## src/shared/i2c_slave_defines.svh

```systemverilog
`ifndef I2C_SLAVE_DEFINES_SVH
`define I2C_SLAVE_DEFINES_SVH

// Register byte offsets on the APB side.
`define CONTROL_REG_OFS        8'h00
`define SLAVE_ADDRESS_REG_OFS  8'h08
`define DATA_CMD_REG_OFS       8'h10
`define MASKED_STATUS_REG_OFS  8'h2c
`define INTERRUPT_MASK_REG_OFS 8'h30
`define RAW_STATUS_REG_OFS     8'h34
`define FIFO_THRESHOLD_REG_OFS 8'h38
`define CLEAR_OVERFLOW_REG_OFS 8'h4c
`define CLEAR_READREQ_REG_OFS  8'h50
`define CLEAR_ABORT_REG_OFS    8'h54
`define ENABLE_REG_OFS         8'h6c
`define STATUS_REG_OFS         8'h70

// Control field positions.
`define CTRL_MASTER_BIT  0
`define CTRL_TENBIT_BIT  3
`define CTRL_SLVDIS_BIT  6

// Raw and masked status field positions.
`define ST_RXOVER_BIT    1
`define ST_RXFULL_BIT    2
`define ST_RDREQ_BIT     5
`define ST_ABORT_BIT     6

// Data command and status field positions.
`define DATA_CMD_BIT     8
`define STAT_ACTIVE_BIT  0
`define STAT_TXNFULL_BIT 1
`define STAT_TXEMPTY_BIT 2
`define STAT_RXNEMPTY_BIT 3

// Reset values and address constants.
`define CONTROL_RST      7'h00
`define SLAVE_ADDR_RST   10'h055
`define MASK_RST         7'h00
`define TENBIT_PREFIX    5'h1e

`endif

```

## src/shared/i2c_slave_pkg.sv

```systemverilog
package i2c_slave_pkg;

  // Byte-level states of the slave engine.
  typedef enum logic [3:0] {
    ST_IDLE,
    ST_ADDR,
    ST_ADDR2,
    ST_ACK,
    ST_RX,
    ST_TXWAIT,
    ST_TX,
    ST_TXACK,
    ST_SKIP
  } slv_state_type;

endpackage

```

## src/hdl/i2c_slave_clock_sync.sv

```systemverilog
// Summary of operation
// - Clock release waits for line to rise.
// - High time counted from observed rising edge.
// - Data sampled only while clock high.
// - Slave may stretch by holding clock low.
// - Respond only to programmed seven- or ten-bit address.
// - Control bit three selects address width.
// - Slave only when both mode bits zero.
// - Configuration kept while disabled.
// - Read address sets request, stretches clock.
// - Mask gates output and raw-read clear, raw still sets.
// - Stale transmit data aborts and flushes.
// - Flushed state kept until abort-clear read.
// - Masked raw read clears set request and abort flags.
// - Data ready and flags clear release clock.
// - Write address: acknowledge, store each byte.
// - Full receive buffer flags overflow, still acknowledges.
// - Receive-full raw bit gated by threshold.
// - Status shows receive not empty; read data.
// - Seven-bit byte: address high, direction low.
// - Ten-bit prefix byte then low address byte.
//
// The APB register port and the placing of the registers are this design's own decisions.
`timescale 1ns/100ps
`include "i2c_slave_defines.svh"
module i2c_slave_clock_sync #(
  parameter int TX_DEPTH = 8,
  parameter int RX_DEPTH = 8
) (
  // Clock and reset.
  input  wire logic        clk,
  input  wire logic        arst_n,
  // APB slave.
  input  wire logic [7:0]  paddr,
  input  wire logic        psel,
  input  wire logic        penable,
  input  wire logic        pwrite,
  input  wire logic [31:0] pwdata,
  output logic      [31:0] prdata,
  output logic             pready,
  output logic             pslverr,
  // Two-wire bus pins.
  input  wire logic        sclIn,
  output logic             sclOut,
  output logic             sclOe,
  input  wire logic        sdaIn,
  output logic             sdaOut,
  output logic             sdaOe
);
  import i2c_slave_pkg::*;

  localparam int TAW = $clog2(TX_DEPTH);
  localparam int RAW = $clog2(RX_DEPTH);
  localparam int TCW = $clog2(TX_DEPTH + 1);
  localparam int RCW = $clog2(RX_DEPTH + 1);

  typedef struct packed {
    logic                         sclM, sclS, sclP;
    logic                         sdaM, sdaS, sdaP;
    logic [31:0]                  rdata;
    logic                         rdy, err;
    logic [6:0]                   ctrl;
    logic [9:0]                   sar;
    logic [6:0]                   mask;
    logic [RCW-1:0]               rxTl;
    logic                         en;
    logic                         rxOver, rdReq, abrt, txLocked;
    logic [TX_DEPTH-1:0][7:0]     txMem;
    logic [TAW-1:0]               txRd, txWr;
    logic [TCW-1:0]               txCnt;
    logic [RX_DEPTH-1:0][7:0]     rxMem;
    logic [RAW-1:0]               rxRd, rxWr;
    logic [RCW-1:0]               rxCnt;
    slv_state_type                st, nextSt;
    logic [7:0]                   sh;
    logic [3:0]                   bitCnt;
    logic                         tenHit, isRead;
    logic                         sclOe, sdaOe;
  } state_type;

  state_type q, d;
  logic [1:0] rstPipe;
  logic       rstN;
  logic       sclRise, sclFall, startDet, stopDet;
  logic       setup, acc, act;
  logic [6:0] raw;
  logic       txPush, txPop, txFlush, rxPush, rxPop;
  logic       setRd, setAbrt, setOver;

  // Tells whether an offset belongs to a mapped register.
  function automatic logic mapped(input logic [7:0] a);
    case (a)
      `CONTROL_REG_OFS, `SLAVE_ADDRESS_REG_OFS, `DATA_CMD_REG_OFS,
      `MASKED_STATUS_REG_OFS, `INTERRUPT_MASK_REG_OFS, `RAW_STATUS_REG_OFS,
      `FIFO_THRESHOLD_REG_OFS, `CLEAR_OVERFLOW_REG_OFS, `CLEAR_READREQ_REG_OFS,
      `CLEAR_ABORT_REG_OFS, `ENABLE_REG_OFS, `STATUS_REG_OFS: mapped = 1'b1;
      default: mapped = 1'b0;
    endcase
  endfunction

  // Releases the reset through two flip-flops.
  always_ff @(posedge clk or negedge arst_n) begin
    if (!arst_n) begin
      rstPipe <= 2'b00;
    end else begin
      rstPipe <= {rstPipe[0], 1'b1};
    end
  end
  assign rstN = rstPipe[1];

  // Bus events seen on the synchronised pins; edges follow the real line level.
  assign sclRise  = q.sclS & ~q.sclP;
  assign sclFall  = ~q.sclS & q.sclP;
  assign startDet = q.sclS & q.sclP & q.sdaP & ~q.sdaS;
  assign stopDet  = q.sclS & q.sclP & ~q.sdaP & q.sdaS;
  assign setup    = psel & ~penable;
  assign acc      = psel & penable & q.rdy;
  assign act      = q.en & ~q.ctrl[`CTRL_SLVDIS_BIT] & ~q.ctrl[`CTRL_MASTER_BIT];

  // Raw status vector; receive-full compares the level with the threshold.
  always_comb begin
    raw = 7'h00;
    raw[`ST_RXOVER_BIT] = q.rxOver;
    raw[`ST_RXFULL_BIT] = q.rxCnt > q.rxTl;
    raw[`ST_RDREQ_BIT]  = q.rdReq;
    raw[`ST_ABORT_BIT]  = q.abrt;
  end

  // Next-state logic: synchronisers, APB slave, FIFOs and the byte engine.
  always_comb begin
    d = q;
    txPush = 1'b0;
    txPop = 1'b0;
    txFlush = 1'b0;
    rxPush = 1'b0;
    rxPop = 1'b0;
    setRd = 1'b0;
    setAbrt = 1'b0;
    setOver = 1'b0;
    d.sclM = sclIn;
    d.sclS = q.sclM;
    d.sclP = q.sclS;
    d.sdaM = sdaIn;
    d.sdaS = q.sdaM;
    d.sdaP = q.sdaS;
    // Read data and error are latched in the setup cycle, ready follows.
    d.rdy = setup;
    d.err = 1'b0;
    if (setup) begin
      d.err = ~mapped(paddr);
      case (paddr)
        `CONTROL_REG_OFS:        d.rdata = 32'(q.ctrl);
        `SLAVE_ADDRESS_REG_OFS:  d.rdata = 32'(q.sar);
        `DATA_CMD_REG_OFS:       d.rdata = 32'(q.rxMem[q.rxRd]);
        `MASKED_STATUS_REG_OFS:  d.rdata = 32'(raw & q.mask);
        `INTERRUPT_MASK_REG_OFS: d.rdata = 32'(q.mask);
        `RAW_STATUS_REG_OFS:     d.rdata = 32'(raw);
        `FIFO_THRESHOLD_REG_OFS: d.rdata = 32'(q.rxTl);
        `ENABLE_REG_OFS:         d.rdata = 32'(q.en);
        `STATUS_REG_OFS:         d.rdata = 32'({q.rxCnt != '0, q.txCnt == '0,
                                                q.txCnt != TCW'(TX_DEPTH), q.st != ST_IDLE});
        default:                 d.rdata = 32'h0000_0000;
      endcase
    end
    // Writes; control, address and threshold change only while disabled, the mask at any time; none is ever cleared.
    if (acc && pwrite && !q.err) begin
      case (paddr)
        `CONTROL_REG_OFS:        if (!q.en) d.ctrl = pwdata[6:0];
        `SLAVE_ADDRESS_REG_OFS:  if (!q.en) d.sar = pwdata[9:0];
        `FIFO_THRESHOLD_REG_OFS: if (!q.en) d.rxTl = pwdata[RCW-1:0];
        `INTERRUPT_MASK_REG_OFS: d.mask = pwdata[6:0];
        `ENABLE_REG_OFS:         d.en = pwdata[0];
        `DATA_CMD_REG_OFS:       txPush = !pwdata[`DATA_CMD_BIT] && q.en && !q.txLocked &&
                                          q.txCnt != TCW'(TX_DEPTH);
        default:                 d.en = q.en;
      endcase
    end
    // Read side effects: pops and flag clears, set below wins.
    if (acc && !pwrite && !q.err) begin
      case (paddr)
        `DATA_CMD_REG_OFS:       rxPop = q.rxCnt != '0;
        `CLEAR_OVERFLOW_REG_OFS: d.rxOver = 1'b0;
        `CLEAR_READREQ_REG_OFS:  d.rdReq = 1'b0;
        `CLEAR_ABORT_REG_OFS: begin
          d.abrt = 1'b0;
          d.txLocked = 1'b0;
        end
        `RAW_STATUS_REG_OFS: begin
          if (q.rdata[`ST_RDREQ_BIT] && !q.mask[`ST_RDREQ_BIT]) d.rdReq = 1'b0;
          if (q.rdata[`ST_ABORT_BIT] && !q.mask[`ST_ABORT_BIT]) d.abrt = 1'b0;
        end
        default:                 d.en = d.en;
      endcase
    end
    // Byte engine.
    if (!act) begin
      d.st = ST_IDLE;
      d.sclOe = 1'b0;
      d.sdaOe = 1'b0;
      d.tenHit = 1'b0;
      txFlush = !q.en;
    end else if (startDet) begin
      d.st = ST_ADDR;
      d.bitCnt = 4'h0;
      d.sclOe = 1'b0;
      d.sdaOe = 1'b0;
    end else if (stopDet) begin
      d.st = ST_IDLE;
      d.sclOe = 1'b0;
      d.sdaOe = 1'b0;
      d.tenHit = 1'b0;
    end else begin
      case (q.st)
        ST_ADDR, ST_ADDR2, ST_RX: begin
          if (sclRise) begin
            d.sh = {q.sh[6:0], q.sdaS};
            d.bitCnt = q.bitCnt + 4'h1;
          end
          if (sclFall && q.bitCnt == 4'h8) begin
            d.sdaOe = 1'b1;
            d.st = ST_ACK;
            d.nextSt = ST_RX;
            d.isRead = 1'b0;
            if (q.st == ST_RX) begin
              rxPush = 1'b1;
            end else if (q.st == ST_ADDR2) begin
              if (q.sh == q.sar[7:0]) begin
                d.tenHit = 1'b1;
              end else begin
                d.sdaOe = 1'b0;
                d.st = ST_SKIP;
              end
            end else if (q.ctrl[`CTRL_TENBIT_BIT] ? (q.sh[7:3] == `TENBIT_PREFIX &&
                         q.sh[2:1] == q.sar[9:8] && (!q.sh[0] || q.tenHit))
                         : q.sh[7:1] == q.sar[6:0]) begin
              if (!q.sh[0]) begin
                d.nextSt = q.ctrl[`CTRL_TENBIT_BIT] ? ST_ADDR2 : ST_RX;
              end else begin
                d.nextSt = ST_TXWAIT;
                d.isRead = 1'b1;
                setRd = 1'b1;
                if (q.txCnt != '0) begin
                  setAbrt = 1'b1;
                  txFlush = 1'b1;
                end
              end
            end else begin
              d.sdaOe = 1'b0;
              d.st = ST_SKIP;
            end
          end
        end
        ST_ACK: begin
          if (sclFall) begin
            d.sdaOe = 1'b0;
            d.bitCnt = 4'h0;
            d.st = q.nextSt;
            d.sclOe = q.nextSt == ST_TXWAIT;
          end
        end
        ST_TXWAIT: begin
          if (q.txCnt != '0 && !q.rdReq && !q.abrt) begin
            txPop = 1'b1;
            d.sh = q.txMem[q.txRd];
            d.bitCnt = 4'h0;
            d.sdaOe = ~q.txMem[q.txRd][7];
            d.sclOe = 1'b0;
            d.st = ST_TX;
          end
        end
        ST_TX: begin
          if (sclFall) begin
            if (q.bitCnt == 4'h7) begin
              d.sdaOe = 1'b0;
              d.st = ST_TXACK;
            end else begin
              d.bitCnt = q.bitCnt + 4'h1;
              d.sh = {q.sh[6:0], 1'b0};
              d.sdaOe = ~q.sh[6];
            end
          end
        end
        ST_TXACK: begin
          if (sclRise) begin
            d.bitCnt = 4'h8;
            if (q.sdaS) begin
              d.st = ST_SKIP;
              if (q.txCnt != '0) begin
                setAbrt = 1'b1;
                txFlush = 1'b1;
              end
            end
          end else if (sclFall && q.bitCnt == 4'h8) begin
            d.st = ST_TXWAIT;
            d.sclOe = 1'b1;
            setRd = q.txCnt == '0;
          end
        end
        default: d.st = q.st;
      endcase
    end
    // Hardware events set their flags after any clear in the same cycle.
    if (setRd) d.rdReq = 1'b1;
    if (setAbrt) begin
      d.abrt = 1'b1;
      d.txLocked = 1'b1;
    end
    // Transmit FIFO bookkeeping.
    if (txFlush) begin
      d.txRd = '0;
      d.txWr = '0;
      d.txCnt = '0;
    end else begin
      if (txPush) begin
        d.txMem[q.txWr] = pwdata[7:0];
        d.txWr = q.txWr + TAW'(1);
      end
      if (txPop) d.txRd = q.txRd + TAW'(1);
      d.txCnt = q.txCnt + TCW'(txPush) - TCW'(txPop);
    end
    // Receive FIFO bookkeeping; a byte finding it full is dropped unless a pop frees a place in the same cycle.
    setOver = rxPush && q.rxCnt == RCW'(RX_DEPTH) && !rxPop;
    if (!q.en) begin
      d.rxRd = '0;
      d.rxWr = '0;
      d.rxCnt = '0;
    end else begin
      if (rxPush && !setOver) begin
        d.rxMem[q.rxWr] = q.sh;
        d.rxWr = q.rxWr + RAW'(1);
      end
      if (rxPop) d.rxRd = q.rxRd + RAW'(1);
      d.rxCnt = q.rxCnt + RCW'(rxPush && !setOver) - RCW'(rxPop);
    end
    if (setOver) d.rxOver = 1'b1;
  end

  // State register.
  always_ff @(posedge clk or negedge rstN) begin
    if (!rstN) begin
      q <= '0;
      q.sclM <= 1'b1;
      q.sclS <= 1'b1;
      q.sclP <= 1'b1;
      q.sdaM <= 1'b1;
      q.sdaS <= 1'b1;
      q.sdaP <= 1'b1;
      q.ctrl <= `CONTROL_RST;
      q.sar <= `SLAVE_ADDR_RST;
      q.mask <= `MASK_RST;
    end else begin
      q <= d;
    end
  end

  // Outputs; the pins only ever pull low.
  assign prdata  = q.rdata;
  assign pready  = q.rdy;
  assign pslverr = q.err;
  assign sclOe   = q.sclOe;
  assign sdaOe   = q.sdaOe;
  assign sclOut  = 1'b0;
  assign sdaOut  = 1'b0;
endmodule

```

## config.mk

```make
export PLATFORM = sky130hd
export DESIGN_NAME = i2c_slave_clock_sync
export DESIGN_NICKNAME = d
export VERILOG_FILES = /design/src/shared/i2c_slave_pkg.sv /design/src/hdl/i2c_slave_clock_sync.sv
export VERILOG_INCLUDE_DIRS = /design/src /design/src/shared
export SDC_FILE = /design/constraint.sdc
export NUM_CORES = 1
export LEC_CHECK = 0
export ABC_AREA = 1
export BUFFER_PORTS_ARGS = -buffer_cell sky130_fd_sc_hd__buf_2
export CAP_MARGIN = 20
export CORE_MARGIN = 1.5
export CORE_UTILIZATION = 65
export DETAILED_ROUTE_END_ITERATION = 8
export PLACE_DENSITY = 0.95
export SLEW_MARGIN = 0
export SYNTH_ARGS = -nofsm -noshare
export SYNTH_HDL_FRONTEND = slang
export SYNTH_SLANG_ARGS = --single-unit
export TNS_END_PERCENT = 5
```

## constraint.sdc

```tcl
create_clock -name clk -period 21.2 [get_ports clk]
set_input_delay 4.24 -clock clk [delete_from_list [all_inputs] [get_ports clk]]
set_output_delay 4.24 -clock clk [all_outputs]
set_load 0.05 [all_outputs]
```

==> flow_summary.ini <==
[outcome]
status = complete, no violations

[drt]
routed_via_density = 6.07
remaining_drc_errors = 0
dr.pass1.iters = 6
routedWlPerCell_um = 17.8
drt-total-wl_um = 31800
drtIter0Drc = 1221
num_vias = 10866
ant_nets = 0

[power_and_ir_drop]
internal_power_w = 0.000720
pwr-share-clk_pct = 39.1
p_seq_share_pct = 46.8
comb_power_share_pct = 14.1
ir_worst_vdd_mv = 0.0613
powerDensity_mw_per_mm2 = 79.0
power.leakage_nw = 6.54
switching_share_pct = 30.3
switchingPower_w = 0.000313

[sta]
min_period_over_period_pct = 30.3
finalMaxSlewViolations = 0
setup_tns_ns = 0
rsz0062_at_grt = false
relSlewSlack_pct = 35.1
fin_crit_ns = 6.43
finalSetupViolCount = 0
worst_slew_pin_slew_ns = 0.973
clock_skew_ns = 0.0245
hold_viol_final = 0
fmax_mhz = 156

[cts]
ctsHoldBuffers = 0
cts_tree = yes
cts_root_buffer = clkbuf_16
clock_sinks = 223
numCtsBuffers = 24
post_cts_buffers = 0
clkSlewWorstSetupHoldPaths_ns = 0.06
max-clock-path-buffers = 3
post_cts_resized = 0
clkLatencyLatePin_ns = 0.54
h-tree-depth = 1

[synth]
yosys_warnings = 0
synth_area_leaders = dfrtp_1 43%, nand2_1 12%, o21ai_0 7.0%, inv_1 5.6%, nand4_1 4.0%
synthSimpleGateAreaFrac_pct = 26.0
yosysSeqAreaShare_pct = 45.4
synthCells = 1547
synth-xor-area-share_pct = 0.569
async_flop_share_pct = 100
synth_compound_area_share_pct = 14.1
syn_area_mm2 = 0.0123
yosysTopAreaCellShare_pct = 43.3
synth_edf_count = 0
yosys.area.top_type = dfrtp_1
synth_top_family_by_area = simple AND/OR/NAND/NOR gates
synth_cell_types = 50
synthTopCellsByCount = 386 x nand2_1, 213 x dfrtp_1, 184 x inv_1, 172 x o21ai_0, 94 x nor2_1
yosysMostFrequentCell = nand2_1
syn_avg_cell_area_um2 = 7.96
synth_mux_area_share_pct = 0.0915
synthFlopType = dfrtp_1
ys_ff_latch = 223
yosys.area_share.adder_pct = 2.56

[floorplan]
ios = 85
initial_core_util_pct = 66.0
fp.dieW_um = 141
dieArea_mm2 = 0.0198
die-height_um = 141
row_count = 50
core_mm2 = 0.0186

[worst_setup_path]
criticalPathCategory = in -> reg
r2r-start = q[176]
end_kind = register
crit_family = simple AND/OR/NAND/NOR gates
crit_slowest_cell = nor2_1
required_ns = 21.62
critPathLaunchType = primary input
worstPathArrival_ns = 6.85
max_stage_delay_ns = 0.42
cp_max_fo = 4
critPathBufInv = 2
crit_start = penable
cp_cell_sequence = buf_2, nand3_1, nor3_1, nand2_1, nor2_1, o211ai_1, ha_1, inv_1, ha_1, fa_1, xnor2_1, nor2_1

[placement]
gp_congestion = 0.949
dp_hpwl_um = 21400
port_buffers = 38
placed_cells = 1745

[worst_hold_path]
hp-class = reg -> async

[cells_and_area]
multi_input_area_mm2 = 0.00543
diodes = 0
drive_gt1_share_pct = 9.77
fillerInstances = 1429
finalNetCount = 1609
seq_area_mm2 = 0.00560
stdcell_count = 1789
synthToLayoutAreaGrowth_pct = 6.25

[global_routing]
antenna_found_initial = 0
overflow = 0
grt_max_degree = 144
grt_pass1_wl_um = 52100
grt_pass1_vias = 10505
grt_use_total_pct = 32.7

[run]
maxCapViolCount = 0
## cell families (layout without fill, tap and decap cells)
family                   after synthesis  after routing
AND/OR/NAND/NOR                      676            676
AO/OA/AOI/OAI                        317            317
buffers and inverters                296            281
flip-flops                           223            223
adder cells (fa/ha/maj)               24             24
XOR/XNOR                               8              8
other                                  2             25
multiplexers                           1              1
## worst paths after layout
path                                   end  slack [ns]  depth (start not counted)
worst max-delay path                 q[26]       14.77                         12
worst min-delay path                 q[99]        0.16                          0
worst max register to register       q[26]       17.30                         13
worst min register to register       q[99]        0.16                          0
max in group asynchronous       rstPipe[1]       17.62                          1
min in group clk                rstPipe[1]        0.35                          0
## state kept, by name, summed over array words and instances (netlist names)
name and cells:
prdata 10, sdaOe 1, rstPipe 2, q 203
d 4, pready 1, pslverr 1, sclOe 1
## layout by cell type (no fill, tap or decap), drive strengths merged
cell | netlist | routed
a211oi | 2 | 2
a21o | 1 | 1
a21oi | 62 | 62
a221oi | 1 | 1
a22oi | 1 | 1
a31oi | 1 | 1
buf | 65 | 45
bufinv | 0 | 1
clkbuf | 38 | 34
clkinv | 3 | 10
clkinvlp | 0 | 1
conb | 2 | 25
dfrtp | 213 | 213
dfstp | 10 | 10
fa | 2 | 2
ha | 22 | 22
inv | 190 | 190
mux2 | 1 | 1
nand2 | 399 | 399
nand3 | 60 | 60
nand3b | 2 | 2
nand4 | 83 | 83
nor2 | 101 | 101
nor3 | 30 | 30
o2111ai | 1 | 1
o211ai | 6 | 6
o21a | 1 | 1
o21ai | 214 | 214
o221ai | 14 | 14
o22ai | 7 | 7
o31ai | 5 | 5
o41ai | 1 | 1
or2 | 1 | 1
xnor2 | 5 | 5
xor2 | 3 | 3
## power groups by stage
stage	sequential (W)	clock, W	combinational (W)
after global routing	0.000485	0.000423	0.000164
after floorplan	0.000471	0	0.000126
after CTS	0.000483	0.000406	0.000142
final	0.000483	0.000404	0.000146
after detailed placement	0.000491	0	0.000141
after global placement	0.000490	0	0.000137
## layer usage
layer	share of wire, %	GRT usage [%]	vias up
li1	-	-	5024
met5	0	0	-
met1	39	43.8	5105
met4	4.6	15.0	0
met3	9.0	4.35	103
met2	47	53.5	634
## layout make-up
type	count	share of cell area [%]
timing repair buffer	45	2.10
inverter	193	5.59
sequential	223	42.8
tap	234	2.24
clock buffer	34	5.11
multi-input combinational	1051	41.5
clock inverter	9	0.641
## stage by stage
stage	hold WS (ns)	setup WS, ns	total power [W]	utilization (%)	cell area [µm²]
final	0.158	14.77	0.00103	70.1	13100
after global routing	0.168	14.57	0.00107	70.1	13100
after CTS	0.358	14.87	0.00103	70.0	13100
after detailed placement	0.336	14.31	0.000632	66.0	12300
after global placement	0.342	14.45	0.000626	66.0	12300
after floorplan	0.331	14.54	0.000596	-	12400
Note: power is estimated with default switching activity, not from simulation.
